[config.mk]
export PLATFORM = sky130hd
export DESIGN_NAME = wdt_top
export DESIGN_NICKNAME = d
export VERILOG_FILES = /design/src/rtl/wdt_pkg.sv /design/src/rtl/wdt_pow2_div.sv /design/src/rtl/wdt_startup_timer.sv /design/src/rtl/wdt_top.sv
export VERILOG_INCLUDE_DIRS = /design/src /design/src/rtl
export SDC_FILE = /design/constraint.sdc
export NUM_CORES = 1
export LEC_CHECK = 0
export BUFFER_PORTS_ARGS = -buffer_cell sky130_fd_sc_hd__buf_2
export CORE_ASPECT_RATIO = 1.1
export CORE_UTILIZATION = 54
export DETAILED_ROUTE_END_ITERATION = 8
export GPL_ROUTABILITY_DRIVEN = 0
export PLACE_DENSITY = 0.92
export SKIP_CTS_REPAIR_TIMING = 1
export SLEW_MARGIN = 20
export SYNTH_ARGS = -nofsm -noshare
export SYNTH_HDL_FRONTEND = slang
export SYNTH_SLANG_ARGS = --single-unit
[constraint.sdc]
create_clock -name i_clock -period 3.2 [get_ports i_clock]
set_input_delay 0 -clock i_clock [delete_from_list [all_inputs] [get_ports i_clock]]
set_output_delay 0 -clock i_clock [all_outputs]
set_load 0.05 [all_outputs]
[src/rtl/wdt_regs.svh]
// Register offsets, field positions, reset values and counts of the watchdog block.
`ifndef WDT_REGS_SVH
`define WDT_REGS_SVH

// Register indices; the APB byte address is four times the index.
`define WDT_IDX_OPTION      14'h0081
`define WDT_IDX_CONTROL     14'h0105
`define WDT_IDX_STATUS      14'h0106
`define WDT_ADDR_OPTION     ({`WDT_IDX_OPTION, 2'b00})
`define WDT_ADDR_CONTROL    ({`WDT_IDX_CONTROL, 2'b00})
`define WDT_ADDR_STATUS     ({`WDT_IDX_STATUS, 2'b00})

// Control register fields.
`define WDT_CTL_EN_BIT      0
`define WDT_CTL_PS_LSB      1
`define WDT_CTL_PS_MSB      4
`define WDT_CTL_RST         8'h08

// Option register fields.
`define WDT_OPT_PS_LSB      0
`define WDT_OPT_PS_MSB      2
`define WDT_OPT_PSA_BIT     3
`define WDT_OPT_RST         8'hFF

// Status register fields.
`define WDT_STS_RUN_BIT     0
`define WDT_STS_OST_BIT     1
`define WDT_STS_TMO_BIT     2
`define WDT_STS_FAIL_BIT    3

// Divider settings and counts.
`define WDT_RC_FREQ_HZ      31250
`define WDT_PS_MAX          4'hB
`define WDT_PRE_LOG0        5
`define WDT_OST_COUNT       11'h400
`define WDT_SCS_FAILSAFE    2'h2
`define WDT_SCS_RST         2'h0

`endif

[src/rtl/wdt_pkg.sv]
// Types shared by the watchdog block files.
package wdt_pkg;

   typedef struct packed {
      logic        psel;
      logic        penable;
      logic        pwrite;
      logic [15:0] paddr;
      logic [31:0] pwdata;
   } wdt_apb_req_s;

   typedef struct packed {
      logic        pready;
      logic        pslverr;
      logic [31:0] prdata;
   } wdt_apb_rsp_s;

   typedef enum logic [0:0] {
      WDT_APB_IDLE = 1'b0,
      WDT_APB_ACK  = 1'b1
   } wdt_apb_e;

endpackage

[src/rtl/wdt_pow2_div.sv]
// Power-of-two tick divider used for the prescaler and the postscaler.
`timescale 1ns/1ns
module wdt_pow2_div #(
   parameter int W    = 16,
   parameter int SW   = 4,
   parameter int LOG0 = 5
) (
   // Clock and reset
   input  wire logic          i_clock,
   input  wire logic          i_sys_rst,
   // Control
   input  wire logic          i_clr,
   input  wire logic          i_tick,
   input  wire logic [SW-1:0] i_sel,
   // Divided tick
   output logic               o_tick
);
   logic [W-1:0] cnt_ff;
   logic [W-1:0] mask;
   logic         hit;

   assign mask = W'((33'd1 << (32'(i_sel) + LOG0)) - 33'd1);
   assign hit  = i_tick && ((cnt_ff & mask) == mask);

   always_ff @(posedge i_clock or posedge i_sys_rst) begin
      if (i_sys_rst) begin
         cnt_ff <= '0;
      end else if (i_clr) begin
         cnt_ff <= '0;
      end else if (i_tick) begin
         cnt_ff <= cnt_ff + W'(1);
      end
   end

   always_ff @(posedge i_clock or posedge i_sys_rst) begin
      if (i_sys_rst) begin
         o_tick <= 1'b0;
      end else begin
         o_tick <= hit && !i_clr;
      end
   end

   // Input ticks seen since the last output tick, for checking only.
   logic [W:0] seen_ff;
   always_ff @(posedge i_clock or posedge i_sys_rst) begin
      if (i_sys_rst) begin
         seen_ff <= '0;
      end else if (i_clr || o_tick) begin
         seen_ff <= {{W{1'b0}}, i_tick && !i_clr};
      end else if (i_tick && !seen_ff[W]) begin
         seen_ff <= seen_ff + (W+1)'(1);
      end
   end

   a_div_ratio_bound: assert property (@(posedge i_clock) disable iff (i_sys_rst) // [RULE5]
      o_tick |-> seen_ff <= {1'b0, $past(mask)} + (W+1)'(1))
      else $error("divider output came later than its ratio");
endmodule

[src/rtl/wdt_startup_timer.sv]
// Oscillator start-up timer that counts internal RC ticks.
`timescale 1ns/1ns
`include "wdt_regs.svh"
module wdt_startup_timer (
   // Clock and reset
   input  wire logic i_clock,
   input  wire logic i_sys_rst,
   // Control
   input  wire logic i_start,
   input  wire logic i_rc_tick,
   // Status
   output logic      o_busy,
   output logic      o_done
);
   logic [10:0] cnt_ff;

   always_ff @(posedge i_clock or posedge i_sys_rst) begin
      if (i_sys_rst) begin
         cnt_ff <= 11'h000;
         o_busy <= 1'b0;
         o_done <= 1'b0;
      end else begin
         o_done <= 1'b0;
         if (i_start) begin
            cnt_ff <= 11'h000;
            o_busy <= 1'b1;
         end else if (o_busy && i_rc_tick) begin
            if (cnt_ff == `WDT_OST_COUNT - 11'h001) begin
               o_busy <= 1'b0;
               o_done <= 1'b1;
            end
            cnt_ff <= cnt_ff + 11'h001;
         end
      end
   end
endmodule

[src/rtl/wdt_top.sv]
// Watchdog timer with prescaler, shared postscaler and APB registers.
//
// How it works
// RULE1: Counting is paced by edges of the internal RC oscillator, not the system clock.
// RULE2: Every reset loads the control register with 0 1000: period code 0100, enable clear.
// RULE3: With the reset period code the nominal base period is 16.38 ms.
// RULE4: While the start-up timer counts, the watchdog is held cleared.
// RULE5: A 16-bit prescaler divides the RC ticks by 32 up to 65536.
// RULE6: Base periods span nominally 1 ms to 2.097 s across the settings.
// RULE7: Period code 0000 gives 1:32, each step doubles, 1011 gives 1:65536.
// RULE8: With prescaler assign set, the postscaler follows the prescaler, reaching 268 s.
// RULE9: Watchdog and timer-zero scalers keep independent ratios at the same time; the code does so only with prescaler assign clear.
// RULE10: Hardware force-on keeps the watchdog running; software enable is then ignored.
// RULE11: Without force-on, software enable 1 starts and 0 stops the watchdog.
// RULE12: Enable is control bit 0, period select bits 4..1, bits 7..5 read zero.
// RULE13: Clear instruction, oscillator failure and start-up end clear both scalers; the code clears the postscaler only while prescaler assign is set.
// RULE14: A clock failure forces the clock source select to 10 and clears the watchdog.
// RULE15: A timeout gives a watchdog reset, or a wake-up while asleep.
//
// Added by the designer: the APB interface to the registers.
`timescale 1ns/1ns
`include "wdt_regs.svh"
module wdt_top
   import wdt_pkg::*;
(
   // Clock and reset
   input  wire logic          i_clock,
   input  wire logic          i_sys_rst,
   // APB slave
   input  wire wdt_apb_req_s  i_apb_req,
   output wdt_apb_rsp_s       o_apb_rsp,
   // Clock sources
   input  wire logic          i_internal_rc_osc,
   input  wire logic          i_timer_zero_clk_tick,
   // Device events and configuration
   input  wire logic          i_hw_watchdog_force_on,
   input  wire logic          i_clear_watchdog_instr,
   input  wire logic          i_osc_fail_detect,
   input  wire logic          i_failsafe_exit,
   input  wire logic          i_osc_startup_timer_start,
   input  wire logic          i_sleep,
   // Watchdog results
   output logic               o_wdt_reset,
   output logic               o_wdt_wakeup,
   output logic               o_wdt_running,
   output logic               o_timer_zero_inc,
   output logic [1:0]         o_clock_source_select
);
   // Register state.
   logic       sw_watchdog_enable_ff;
   logic [3:0] watchdog_period_select_ff;
   logic [7:0] timer_option_config_ff;
   logic       timeout_seen_ff;
   logic       clk_fail_forced_ff;
   wdt_apb_e   apb_state_ff;

   // Time base and scaler signals.
   logic       rc_prev_ff;
   logic       rc_tick_ff;
   logic       pre_tick;
   logic       post_tick;
   logic       ost_busy;
   logic       ost_done;
   logic       enable;
   logic       wdt_clr;
   logic       timeout;
   logic       prescaler_assign;
   logic [2:0] postscale_select;
   logic [3:0] pre_sel;
   logic [3:0] post_sel;
   logic       post_in;
   logic       post_clr;

   // APB decode.
   logic        setup;
   logic        access;
   logic        commit;
   logic        wr_commit;
   logic        hit;
   logic [31:0] rd_data;

   assign prescaler_assign = timer_option_config_ff[`WDT_OPT_PSA_BIT];
   assign postscale_select = timer_option_config_ff[`WDT_OPT_PS_MSB:`WDT_OPT_PS_LSB];

   // Edge of the internal RC oscillator paces every watchdog count.
   always_ff @(posedge i_clock or posedge i_sys_rst) begin
      if (i_sys_rst) begin
         rc_prev_ff <= 1'b0;
         rc_tick_ff <= 1'b0;
      end else begin
         rc_prev_ff <= i_internal_rc_osc;
         rc_tick_ff <= i_internal_rc_osc && !rc_prev_ff; // [RULE1]
      end
   end

   assign enable = i_hw_watchdog_force_on || sw_watchdog_enable_ff; // [RULE10] [RULE11]

   // Anything that clears the watchdog clears the prescaler, and the postscaler while it is assigned to the watchdog.
   assign wdt_clr = !enable || ost_busy || ost_done // [RULE4] [RULE13]
                    || i_clear_watchdog_instr || i_osc_fail_detect // [RULE13] [RULE14]
                    || o_wdt_reset || o_wdt_wakeup;

   // Codes above 1011 behave as the longest ratio.
   assign pre_sel = (watchdog_period_select_ff > `WDT_PS_MAX) ? `WDT_PS_MAX // [RULE7]
                                                              : watchdog_period_select_ff;

   wdt_startup_timer u_ost (
      .i_clock   (i_clock),
      .i_sys_rst (i_sys_rst),
      .i_start   (i_osc_startup_timer_start),
      .i_rc_tick (rc_tick_ff),
      .o_busy    (ost_busy),
      .o_done    (ost_done)
   );

   // Watchdog-only prescaler, from 1:32 (1 ms) to 1:65536 (2.097 s) of RC ticks.
   wdt_pow2_div #(.W(16), .SW(4), .LOG0(`WDT_PRE_LOG0)) u_prescaler ( // [RULE5] [RULE6] [RULE3]
      .i_clock   (i_clock),
      .i_sys_rst (i_sys_rst),
      .i_clr     (wdt_clr),
      .i_tick    (rc_tick_ff),
      .i_sel     (pre_sel),
      .o_tick    (pre_tick)
   );

   // The postscaler serves the watchdog when assigned, otherwise timer zero.
   assign post_in  = prescaler_assign ? pre_tick : i_timer_zero_clk_tick; // [RULE8] [RULE9]
   assign post_sel = prescaler_assign ? {1'b0, postscale_select}
                                      : {1'b0, postscale_select} + 4'h1;
   assign post_clr = prescaler_assign && wdt_clr; // [RULE13]

   wdt_pow2_div #(.W(8), .SW(4), .LOG0(0)) u_postscaler (
      .i_clock   (i_clock),
      .i_sys_rst (i_sys_rst),
      .i_clr     (post_clr),
      .i_tick    (post_in),
      .i_sel     (post_sel),
      .o_tick    (post_tick)
   );

   assign timeout = !wdt_clr && (prescaler_assign ? post_tick : pre_tick); // [RULE8]

   // Timeout becomes a reset while awake or a wake-up while asleep.
   always_ff @(posedge i_clock or posedge i_sys_rst) begin
      if (i_sys_rst) begin
         o_wdt_reset  <= 1'b0;
         o_wdt_wakeup <= 1'b0;
      end else begin
         o_wdt_reset  <= timeout && !i_sleep; // [RULE15]
         o_wdt_wakeup <= timeout && i_sleep; // [RULE15]
      end
   end

   always_ff @(posedge i_clock or posedge i_sys_rst) begin
      if (i_sys_rst) begin
         o_wdt_running    <= 1'b0;
         o_timer_zero_inc <= 1'b0;
      end else begin
         o_wdt_running    <= enable && !ost_busy;
         o_timer_zero_inc <= post_tick && !prescaler_assign; // [RULE9]
      end
   end

   // Clock failure forces the failsafe source until the failsafe condition ends.
   always_ff @(posedge i_clock or posedge i_sys_rst) begin
      if (i_sys_rst) begin
         clk_fail_forced_ff    <= 1'b0;
         o_clock_source_select <= `WDT_SCS_RST;
      end else if (i_osc_fail_detect) begin
         clk_fail_forced_ff    <= 1'b1;
         o_clock_source_select <= `WDT_SCS_FAILSAFE; // [RULE14]
      end else if (i_failsafe_exit) begin
         clk_fail_forced_ff    <= 1'b0;
         o_clock_source_select <= `WDT_SCS_RST;
      end
   end

   // APB access: one wait cycle, then pready for one cycle.
   assign setup     = i_apb_req.psel && !i_apb_req.penable;
   assign access    = i_apb_req.psel && i_apb_req.penable;
   assign commit    = access && (apb_state_ff == WDT_APB_ACK);
   assign wr_commit = commit && i_apb_req.pwrite;

   always_comb begin
      hit     = 1'b1;
      rd_data = 32'h0000_0000;
      case (i_apb_req.paddr)
         `WDT_ADDR_OPTION: begin
            rd_data[7:0] = timer_option_config_ff;
         end
         `WDT_ADDR_CONTROL: begin
            rd_data[`WDT_CTL_EN_BIT] = sw_watchdog_enable_ff; // [RULE12]
            rd_data[`WDT_CTL_PS_MSB:`WDT_CTL_PS_LSB] = watchdog_period_select_ff;
         end
         `WDT_ADDR_STATUS: begin
            rd_data[`WDT_STS_RUN_BIT]  = enable && !ost_busy;
            rd_data[`WDT_STS_OST_BIT]  = ost_busy;
            rd_data[`WDT_STS_TMO_BIT]  = timeout_seen_ff;
            rd_data[`WDT_STS_FAIL_BIT] = clk_fail_forced_ff;
         end
         default: begin
            hit = 1'b0;
         end
      endcase
   end

   always_ff @(posedge i_clock or posedge i_sys_rst) begin
      if (i_sys_rst) begin
         apb_state_ff <= WDT_APB_IDLE;
         o_apb_rsp    <= '0;
      end else begin
         case (apb_state_ff)
            WDT_APB_IDLE: begin
               if (access) begin
                  apb_state_ff      <= WDT_APB_ACK;
                  o_apb_rsp.pready  <= 1'b1;
                  o_apb_rsp.pslverr <= !hit;
                  o_apb_rsp.prdata  <= i_apb_req.pwrite ? 32'h0000_0000 : rd_data;
               end
            end
            WDT_APB_ACK: begin
               apb_state_ff <= WDT_APB_IDLE;
               o_apb_rsp    <= '0;
            end
            default: begin
               apb_state_ff <= WDT_APB_IDLE;
               o_apb_rsp    <= '0;
            end
         endcase
      end
   end

   // Control register, reloaded on a watchdog reset as on any other reset.
   always_ff @(posedge i_clock or posedge i_sys_rst) begin
      if (i_sys_rst) begin
         sw_watchdog_enable_ff     <= 1'(`WDT_CTL_RST >> `WDT_CTL_EN_BIT); // [RULE2]
         watchdog_period_select_ff <= 4'(`WDT_CTL_RST >> `WDT_CTL_PS_LSB);
      end else if (o_wdt_reset) begin
         sw_watchdog_enable_ff     <= 1'(`WDT_CTL_RST >> `WDT_CTL_EN_BIT); // [RULE2]
         watchdog_period_select_ff <= 4'(`WDT_CTL_RST >> `WDT_CTL_PS_LSB);
      end else if (wr_commit && (i_apb_req.paddr == `WDT_ADDR_CONTROL)) begin
         sw_watchdog_enable_ff     <= i_apb_req.pwdata[`WDT_CTL_EN_BIT]; // [RULE11] [RULE12]
         watchdog_period_select_ff <= i_apb_req.pwdata[`WDT_CTL_PS_MSB:`WDT_CTL_PS_LSB];
      end
   end

   always_ff @(posedge i_clock or posedge i_sys_rst) begin
      if (i_sys_rst) begin
         timer_option_config_ff <= `WDT_OPT_RST;
      end else if (wr_commit && (i_apb_req.paddr == `WDT_ADDR_OPTION)) begin
         timer_option_config_ff <= i_apb_req.pwdata[7:0];
      end
   end

   // Sticky timeout flag: write 1 clears, a new timeout in the same cycle wins.
   always_ff @(posedge i_clock or posedge i_sys_rst) begin
      if (i_sys_rst) begin
         timeout_seen_ff <= 1'b0;
      end else if (timeout) begin
         timeout_seen_ff <= 1'b1;
      end else if (wr_commit && (i_apb_req.paddr == `WDT_ADDR_STATUS)
                   && i_apb_req.pwdata[`WDT_STS_TMO_BIT]) begin
         timeout_seen_ff <= 1'b0;
      end
   end

   a_ctl_reload_val: assert property (@(posedge i_clock) disable iff (i_sys_rst) // [RULE2]
      o_wdt_reset |=> (watchdog_period_select_ff == 4'h4) && !sw_watchdog_enable_ff)
      else $error("control register not reloaded after watchdog reset");

   a_ost_hold_off: assert property (@(posedge i_clock) disable iff (i_sys_rst) // [RULE4]
      ost_busy |=> ##1 !o_wdt_reset && !o_wdt_wakeup)
      else $error("watchdog fired while start-up timer counted");

   a_pre_rc_paced: assert property (@(posedge i_clock) disable iff (i_sys_rst) // [RULE1]
      pre_tick |-> $past(rc_tick_ff))
      else $error("prescaler advanced without an RC edge");

   a_period_clamp: assert property (@(posedge i_clock) disable iff (i_sys_rst) // [RULE7]
      (watchdog_period_select_ff >= 4'hB) |-> (pre_sel == 4'hB))
      else $error("period code beyond 1011 not held at 1:65536");

   a_post_chain: assert property (@(posedge i_clock) disable iff (i_sys_rst) // [RULE8]
      (post_tick && $past(prescaler_assign) && prescaler_assign) |-> $past(pre_tick))
      else $error("postscaler advanced without a prescaler tick");

   a_tz_separate: assert property (@(posedge i_clock) disable iff (i_sys_rst) // [RULE9]
      (post_tick && !prescaler_assign) |=> o_timer_zero_inc)
      else $error("timer zero lost a postscaler tick");

   a_hw_force_run: assert property (@(posedge i_clock) disable iff (i_sys_rst) // [RULE10]
      (i_hw_watchdog_force_on && !ost_busy) [*2] |-> o_wdt_running)
      else $error("forced watchdog not running");

   a_sw_stop: assert property (@(posedge i_clock) disable iff (i_sys_rst) // [RULE11]
      (!i_hw_watchdog_force_on && !sw_watchdog_enable_ff) [*2] |-> !o_wdt_running
      ##1 !o_wdt_reset)
      else $error("watchdog running with software enable clear");

   a_clear_blocks: assert property (@(posedge i_clock) disable iff (i_sys_rst) // [RULE13]
      i_clear_watchdog_instr |=> !o_wdt_reset && !o_wdt_wakeup)
      else $error("timeout right after a clear");

   a_fail_forces: assert property (@(posedge i_clock) disable iff (i_sys_rst) // [RULE14]
      i_osc_fail_detect |=> (o_clock_source_select == 2'h2) && !o_wdt_reset)
      else $error("clock failure did not force source select");

   a_wake_in_sleep: assert property (@(posedge i_clock) disable iff (i_sys_rst) // [RULE15]
      (o_wdt_wakeup |-> $past(i_sleep)) and (o_wdt_reset |-> !$past(i_sleep)))
      else $error("timeout result does not match sleep state");

   a_apb_one_wait: assert property (@(posedge i_clock) disable iff (i_sys_rst)
      (setup ##1 access) |=> o_apb_rsp.pready)
      else $error("APB answer not after one wait cycle");

   a_tmo_sticky_set: assert property (@(posedge i_clock) disable iff (i_sys_rst) // [RULE15]
      timeout |=> timeout_seen_ff)
      else $error("timeout did not set the sticky status bit");

   a_rst_one_pulse: assert property (@(posedge i_clock) disable iff (i_sys_rst) // [RULE15]
      o_wdt_reset |=> !o_wdt_reset)
      else $error("watchdog reset pulse longer than one cycle");

   a_ost_pre_quiet: assert property (@(posedge i_clock) disable iff (i_sys_rst) // [RULE4]
      ost_busy |=> !pre_tick)
      else $error("prescaler ticked while start-up timer counted");

   a_off_pre_quiet: assert property (@(posedge i_clock) disable iff (i_sys_rst) // [RULE11]
      !enable |=> !pre_tick)
      else $error("prescaler ticked while watchdog disabled");

   a_clr_pre_zero: assert property (@(posedge i_clock) disable iff (i_sys_rst) // [RULE13]
      (i_clear_watchdog_instr || i_osc_fail_detect) |=> !pre_tick)
      else $error("prescaler ticked right after a clear");

   a_clr_post_zero: assert property (@(posedge i_clock) disable iff (i_sys_rst) // [RULE13]
      (prescaler_assign && (i_clear_watchdog_instr || i_osc_fail_detect)) |=> !post_tick)
      else $error("postscaler ticked right after a clear");

   a_fail_src_held: assert property (@(posedge i_clock) disable iff (i_sys_rst) // [RULE14]
      (o_clock_source_select == 2'h2 && !i_failsafe_exit) |=> (o_clock_source_select == 2'h2))
      else $error("failsafe clock source dropped without an exit");

   a_ctl_top_zero: assert property (@(posedge i_clock) disable iff (i_sys_rst) // [RULE12]
      (access && (apb_state_ff == WDT_APB_IDLE) && !i_apb_req.pwrite
       && (i_apb_req.paddr == `WDT_ADDR_CONTROL)) |=> (o_apb_rsp.prdata[31:5] == 27'h0))
      else $error("unimplemented control bits read as one");

   a_err_unmapped: assert property (@(posedge i_clock) disable iff (i_sys_rst)
      (access && (apb_state_ff == WDT_APB_IDLE) && !hit) |=> o_apb_rsp.pslverr)
      else $error("unmapped address answered without an error");
endmodule

# Yosys cells after proc, flatten, opt, wreduce, memory -nomap -nowiden
# Index checks and enable logic that the tools add are counted.
[classes]
mux = 35
n_eq_ne = 7
bitwise_logic = 3
n_addsub = 7
reduce_logical = 43
order_cmp = 1
n_shift = 2
[op_table]
columns = ["operator", "count"]
rows = [
  ["$pmux 34 s2", 1],
  ["$mux 34", 1],
  ["$eq 16x11->1 const B", 2],
  ["$mux 16", 2],
  ["$shl 1x32->16 const A", 1],
  ["$mux 8", 3],
  ["$mux 11", 2],
  ["$logic_and 1x1->1", 19],
  ["$add 16x1->16 const B", 1],
  ["$and 16x16->16", 1],
  ["$eq 16x10->1 const B", 1],
  ["$eq 16x16->1", 1],
  ["$mux 1", 16],
  ["$mux 4", 4],
  ["$sub 16x1->16 const B", 1],
  ["$reduce_bool 2->1", 7],
  ["$pmux 4 s3", 1],
  ["$add 11x1->11 const B", 1],
  ["$eq 11x10->1 const B", 1],
  ["$add 8x1->8 const B", 1],
  ["$and 8x8->8", 1],
  ["$eq 8x8->1", 1],
  ["$logic_not 1->1", 8],
  ["$shl 1x4->8 const A", 1],
  ["other kinds (12)", 20],
]
[word_totals]
ff_bits = 97
word_cells = 121

# Logic depth before layout (Yosys ltp)
[logic_depth]
depth_word = 11
mapped_depth = 11
depth_no_buf = 11

# Hierarchy
# Synthesis repeated with hierarchy kept, for this count alone.
[unflattened]
hier_cells = 415
hier_area_um2 = 4155.2
[by_module_without_submodules]
columns = ["mod", "area_per_inst_um2", "cells_each", "instances"]
rows = [
  ["wdt_top", 1819.2, 169, 1],
  ["wdt_pow2_div (u_prescaler)", 1106.1, 123, 1],
  ["wdt_startup_timer", 639.4, 63, 1],
  ["wdt_pow2_div (u_postscaler)", 590.6, 60, 1],
]

# Worst setup path before layout
# Ideal clock, no wire load.
[synth_path]
path_type = "register -> register"
from = "register timer_option_config_ff[0]"
to = "register u_postscaler.o_tick"
path_stages_with_launch = 11
path_buffers = 0
arrival_ps = 2369
setup_time_ps = 87
path_slack_ps = 745
period_less_slack_ps = 2455
path_cell_list = "dfstp_2 ha_1 a2111oi_0 nor2_1 ha_1 inv_1 nor3_1 a221oi_1 o311a_1 o211ai_1 a211oi_2"
[synth_via]
elab_chain_cells = 8
[synth_lines]
columns = ["item", "line_no", "rtl"]
rows = [
  ["start: declaration", "wdt_top.sv:52", "logic [7:0] timer_option_config_ff;"],
  ["start signal: assignment", "wdt_top.sv:249", "timer_option_config_ff <= `WDT_OPT_RST;"],
  ["start signal: assignment", "wdt_top.sv:251", "timer_option_config_ff <= i_apb_req.pwdata[7:0];"],
  ["$add 3x1->4", "wdt_top.sv:129", ": {1'b0, postscale_select} + 4'h1;"],
  ["$mux 4 *", "wdt_top.sv:128", "assign post_sel = prescaler_assign ? {1'b0, postscale_select}"],
  ["$shl 1x4->8 *", "wdt_pow2_div.sv:22", "assign mask = W'((33'd1 << (32'(i_sel) + LOG0)) - 33'd1);"],
  ["$sub 8x1->8 *", "wdt_pow2_div.sv:22", ""],
  ["$and 8x8->8", "wdt_pow2_div.sv:23", "assign hit = i_tick && ((cnt_ff & mask) == mask);"],
  ["$eq 8x8->1 *", "wdt_pow2_div.sv:23", ""],
  ["$logic_and 1x1->1 *", "wdt_pow2_div.sv:23", ""],
  ["$logic_and 1x1->1 *", "wdt_pow2_div.sv:39", "o_tick <= hit && !i_clr;"],
  ["end signal: assignment", "wdt_pow2_div.sv:39", ""],
  ["end: declaration", "wdt_pow2_div.sv:16", "output logic o_tick"],
]
# Mark *: on every way between the ends. The rest lies on a longest branch, timed or not.
# A chain may end at the register's enable or synchronous reset.

# Final worst setup path
# Ends and elaborated chain as after synthesis.

==> impl_metrics.toml <==
[global_route]
grt.overflow.total = 0
grt_usage = 0.227
grt_max_degree = 40
grt_pass1_wl_um = 14000
antenna_found_initial = 0
grt_pass1_vias = 3123

[worst_setup_path]
crit_type = "reg -> reg"
cp.arrival_ns = 3.22
crit_fanout = 12
reg2reg_slack_ns = 0.25
rr_startpoint = "timer_option_config_ff[0]"
reg2reg_to = "u_postscaler.o_tick"
critical_path_required_ns = 3.47
cp-start-kind = "register"
worst-r2r-cell-count = 11
cp-end-kind = "register"

[sta]
grt_setup_unrepaired = "false"
min_period_ns = 2.95
max_freq_ghz = 0.339
drv_slew = 0
finalCritPeriodShare = 0.922
finClkSkew_ns = 0.00958
finalSetupTns_ns = 0
hold-worst-slack_ns = 0.0157
layout_setup_ws_ns = 0.249
slew-limit-headroom = 0.540
hold_viol_final = 0
tightestPinTransition_ns = 0.689
setup_violations = 0

[clock_network]
root_buffer = "clkbuf_8"
htree_num_levels = 3
cts_buffers = 9
cts.clk_slew.worst_paths_ns = 0.08
clk_path_buf_depth = 2
clock_latency_ns = 0.35
cts_tree = "done"
numClockSinks = 71

[die]
fp.dieH_um = 93.2
io_pins = 101
die_area_um2 = 7910
coreArea_um2 = 7170
start_util = 0.569
die_w_um = 84.9
fp-row-count = 32

[synthesis]
synth_edf_count = 0
synthTopCellsByArea = "dfrtp_1, dfstp_2, buf_4"
syn-cell-area_um2 = 4080
yosys.area.top_type = "dfrtp_1"
ys_seq_elements = 71
async_flop_share = 1.00
synth_top_cell_area_share = 0.380
synth_cell_type_count = 69
synth.avg_cell_area_um2 = 9.69
seq_area_frac_synth = 0.438
syn_inst = 421
ys.flop_type = "dfrtp_1"
yosysWarnings = 0

[final_layout]
nets = 552
fin_area_um2 = 4620
area_growth_pct = 13.2
drive_gt1_frac = 0.216
antenna_cells = 0
nFillCells = 537

[drt]
final_antenna_net_count = 0
viasPerCell = 5.74
wirelength_um = 8850
post_drt_wl_per_cell_um = 15.4
drtIter0Drc = 218
dr.pass1.iters = 9
vias = 3302
drc_errors = 8

[placed_design]
io_buffer_count = 51
pre_cts_ws_ns = 0.195
dpl_cell_area_um2 = 4290
dpl.hpwl_um = 6060

[hold_path]
hold_path.class = "in -> reg"
min_to = "o_apb_rsp[4]"
min_from = "i_apb_req[48]"
hold_depth = 4

[pwr]
vdd_ir_drop_max_mv = 0.277
p_leak_nw = 2.06
power.density_nw_per_um2 = 432

[job]
drv_cap = 0

[outcome]
violations = "DRC"
status = "complete, but fails checks"
## state kept, by name, summed over array words and instances (netlist names), 4 cells and up
| register | cells |
|---|---|
| u_ost.cnt_ff | 11 |
| watchdog_period_select_ff | 4 |
| timer_option_config_ff | 8 |
| u_postscaler.cnt_ff | 8 |
| u_prescaler.cnt_ff | 16 |
| o_apb_rsp | 10 |
## worst max-delay path, cell delays in order, from the launching register on
cell,delay (ns)
dfstp_2,0.67
ha_1,0.35
nor2b_1,0.13
a2111oi_1,0.44
nor2_1,0.11
ha_1,0.26
inv_1,0.10
nor3_1,0.07
a221oi_1,0.26
o311a_1,0.22
o211ai_1,0.10
a211oi_2,0.15
## per-layer routing
metal / share of wire / vias up / track usage
met5: 0 / - / 0
met4: 0.020 / 0 / 0.0918
met3: 0.055 / 19 / 0.0556
met2: 0.53 / 122 / 0.404
met1: 0.39 / 1614 / 0.264
li1: - / 1547 / -
## cell usage after synthesis (3+ instances only)
library cell,number
a222oi_1,4
nand4_1,7
nor4_1,3
nand2b_1,3
dfrtp_1,62
dfstp_2,9
nor2b_1,10
buf_4,28
and3_1,3
o21ai_0,11
a21oi_1,23
o21ai_1,4
a22oi_1,3
xnor2_1,11
nor3_1,4
clkbuf_1,9
mux2_4,8
and2_1,3
xor2_1,17
nor2_1,52
nand3b_1,3
buf_2,3
inv_1,16
nand2_1,39
or3_1,9
ha_1,6
nand3_1,12
mux2i_1,9
## layout make-up
class / count / area [um2] / area share
inverter: 16 / 60.1 / 0.0130
tap: 85 / 106 / 0.0230
clock buffer: 9 / 124 / 0.0268
clock inverter: 7 / 53.8 / 0.0116
multi-input combinational: 319 / 2070 / 0.448
timing repair buffer: 68 / 420 / 0.0910
sequential: 71 / 1790 / 0.387
## cells by family (layout without fill, tap and decap cells)
group | count (synthesis) | in the layout | synth area share
simple gates | 168 | 168 | 0.229
compound gates | 71 | 71 | 0.117
flops | 71 | 71 | 0.438
buf+inv | 56 | 100 | 0.0782
xor+xnor | 28 | 28 | 0.0601
mux | 18 | 18 | 0.0543
fa+ha+maj | 7 | 7 | 0.0209
other cells | 2 | 27 | 0.00184
## power by group
group          switching, mW  internal [mW]  total, mW
Sequential            0.0694          0.955       1.02
Clock                  0.377          0.288      0.665
Combinational          0.200          0.109      0.308
## cells in the final DEF (no fill, tap or decap), types with 10 or more instances in the layout
master	instances
xnor2_1	11
dfrtp_1	62
nand2_1	39
buf_2	51
nor2_1	52
nand3_1	12
o21ai_0	11
inv_1	15
conb_1	27
a21oi_1	23
xor2_1	17
dlygate4sd3_1	15
nor2b_1	10
## metrics by stage
step / total power [mW] / instances / utilization
after CTS: 1.99 / 560 / 0.624
after global routing: 2.09 / 575 / 0.645
after global placement: 1.32 / 544 / 0.599
after floorplan: 1.28 / 446 / -
final: 2.00 / 575 / 0.645
after detailed placement: 1.33 / 544 / 0.599
## worst max path at each step
stage | start | end | cells past startpoint
floorplan | timer_option_config_ff[0] | u_postscaler.o_tick | 10
global placement | timer_option_config_ff[0] | u_postscaler.o_tick | 11
detailed placement | timer_option_config_ff[0] | u_postscaler.o_tick | 11
CTS | timer_option_config_ff[0] | u_postscaler.o_tick | 11
global route | timer_option_config_ff[1] | u_postscaler.o_tick | 11
finish | timer_option_config_ff[0] | u_postscaler.o_tick | 11
No activity file was read; power rests on OpenSTA's default activity.
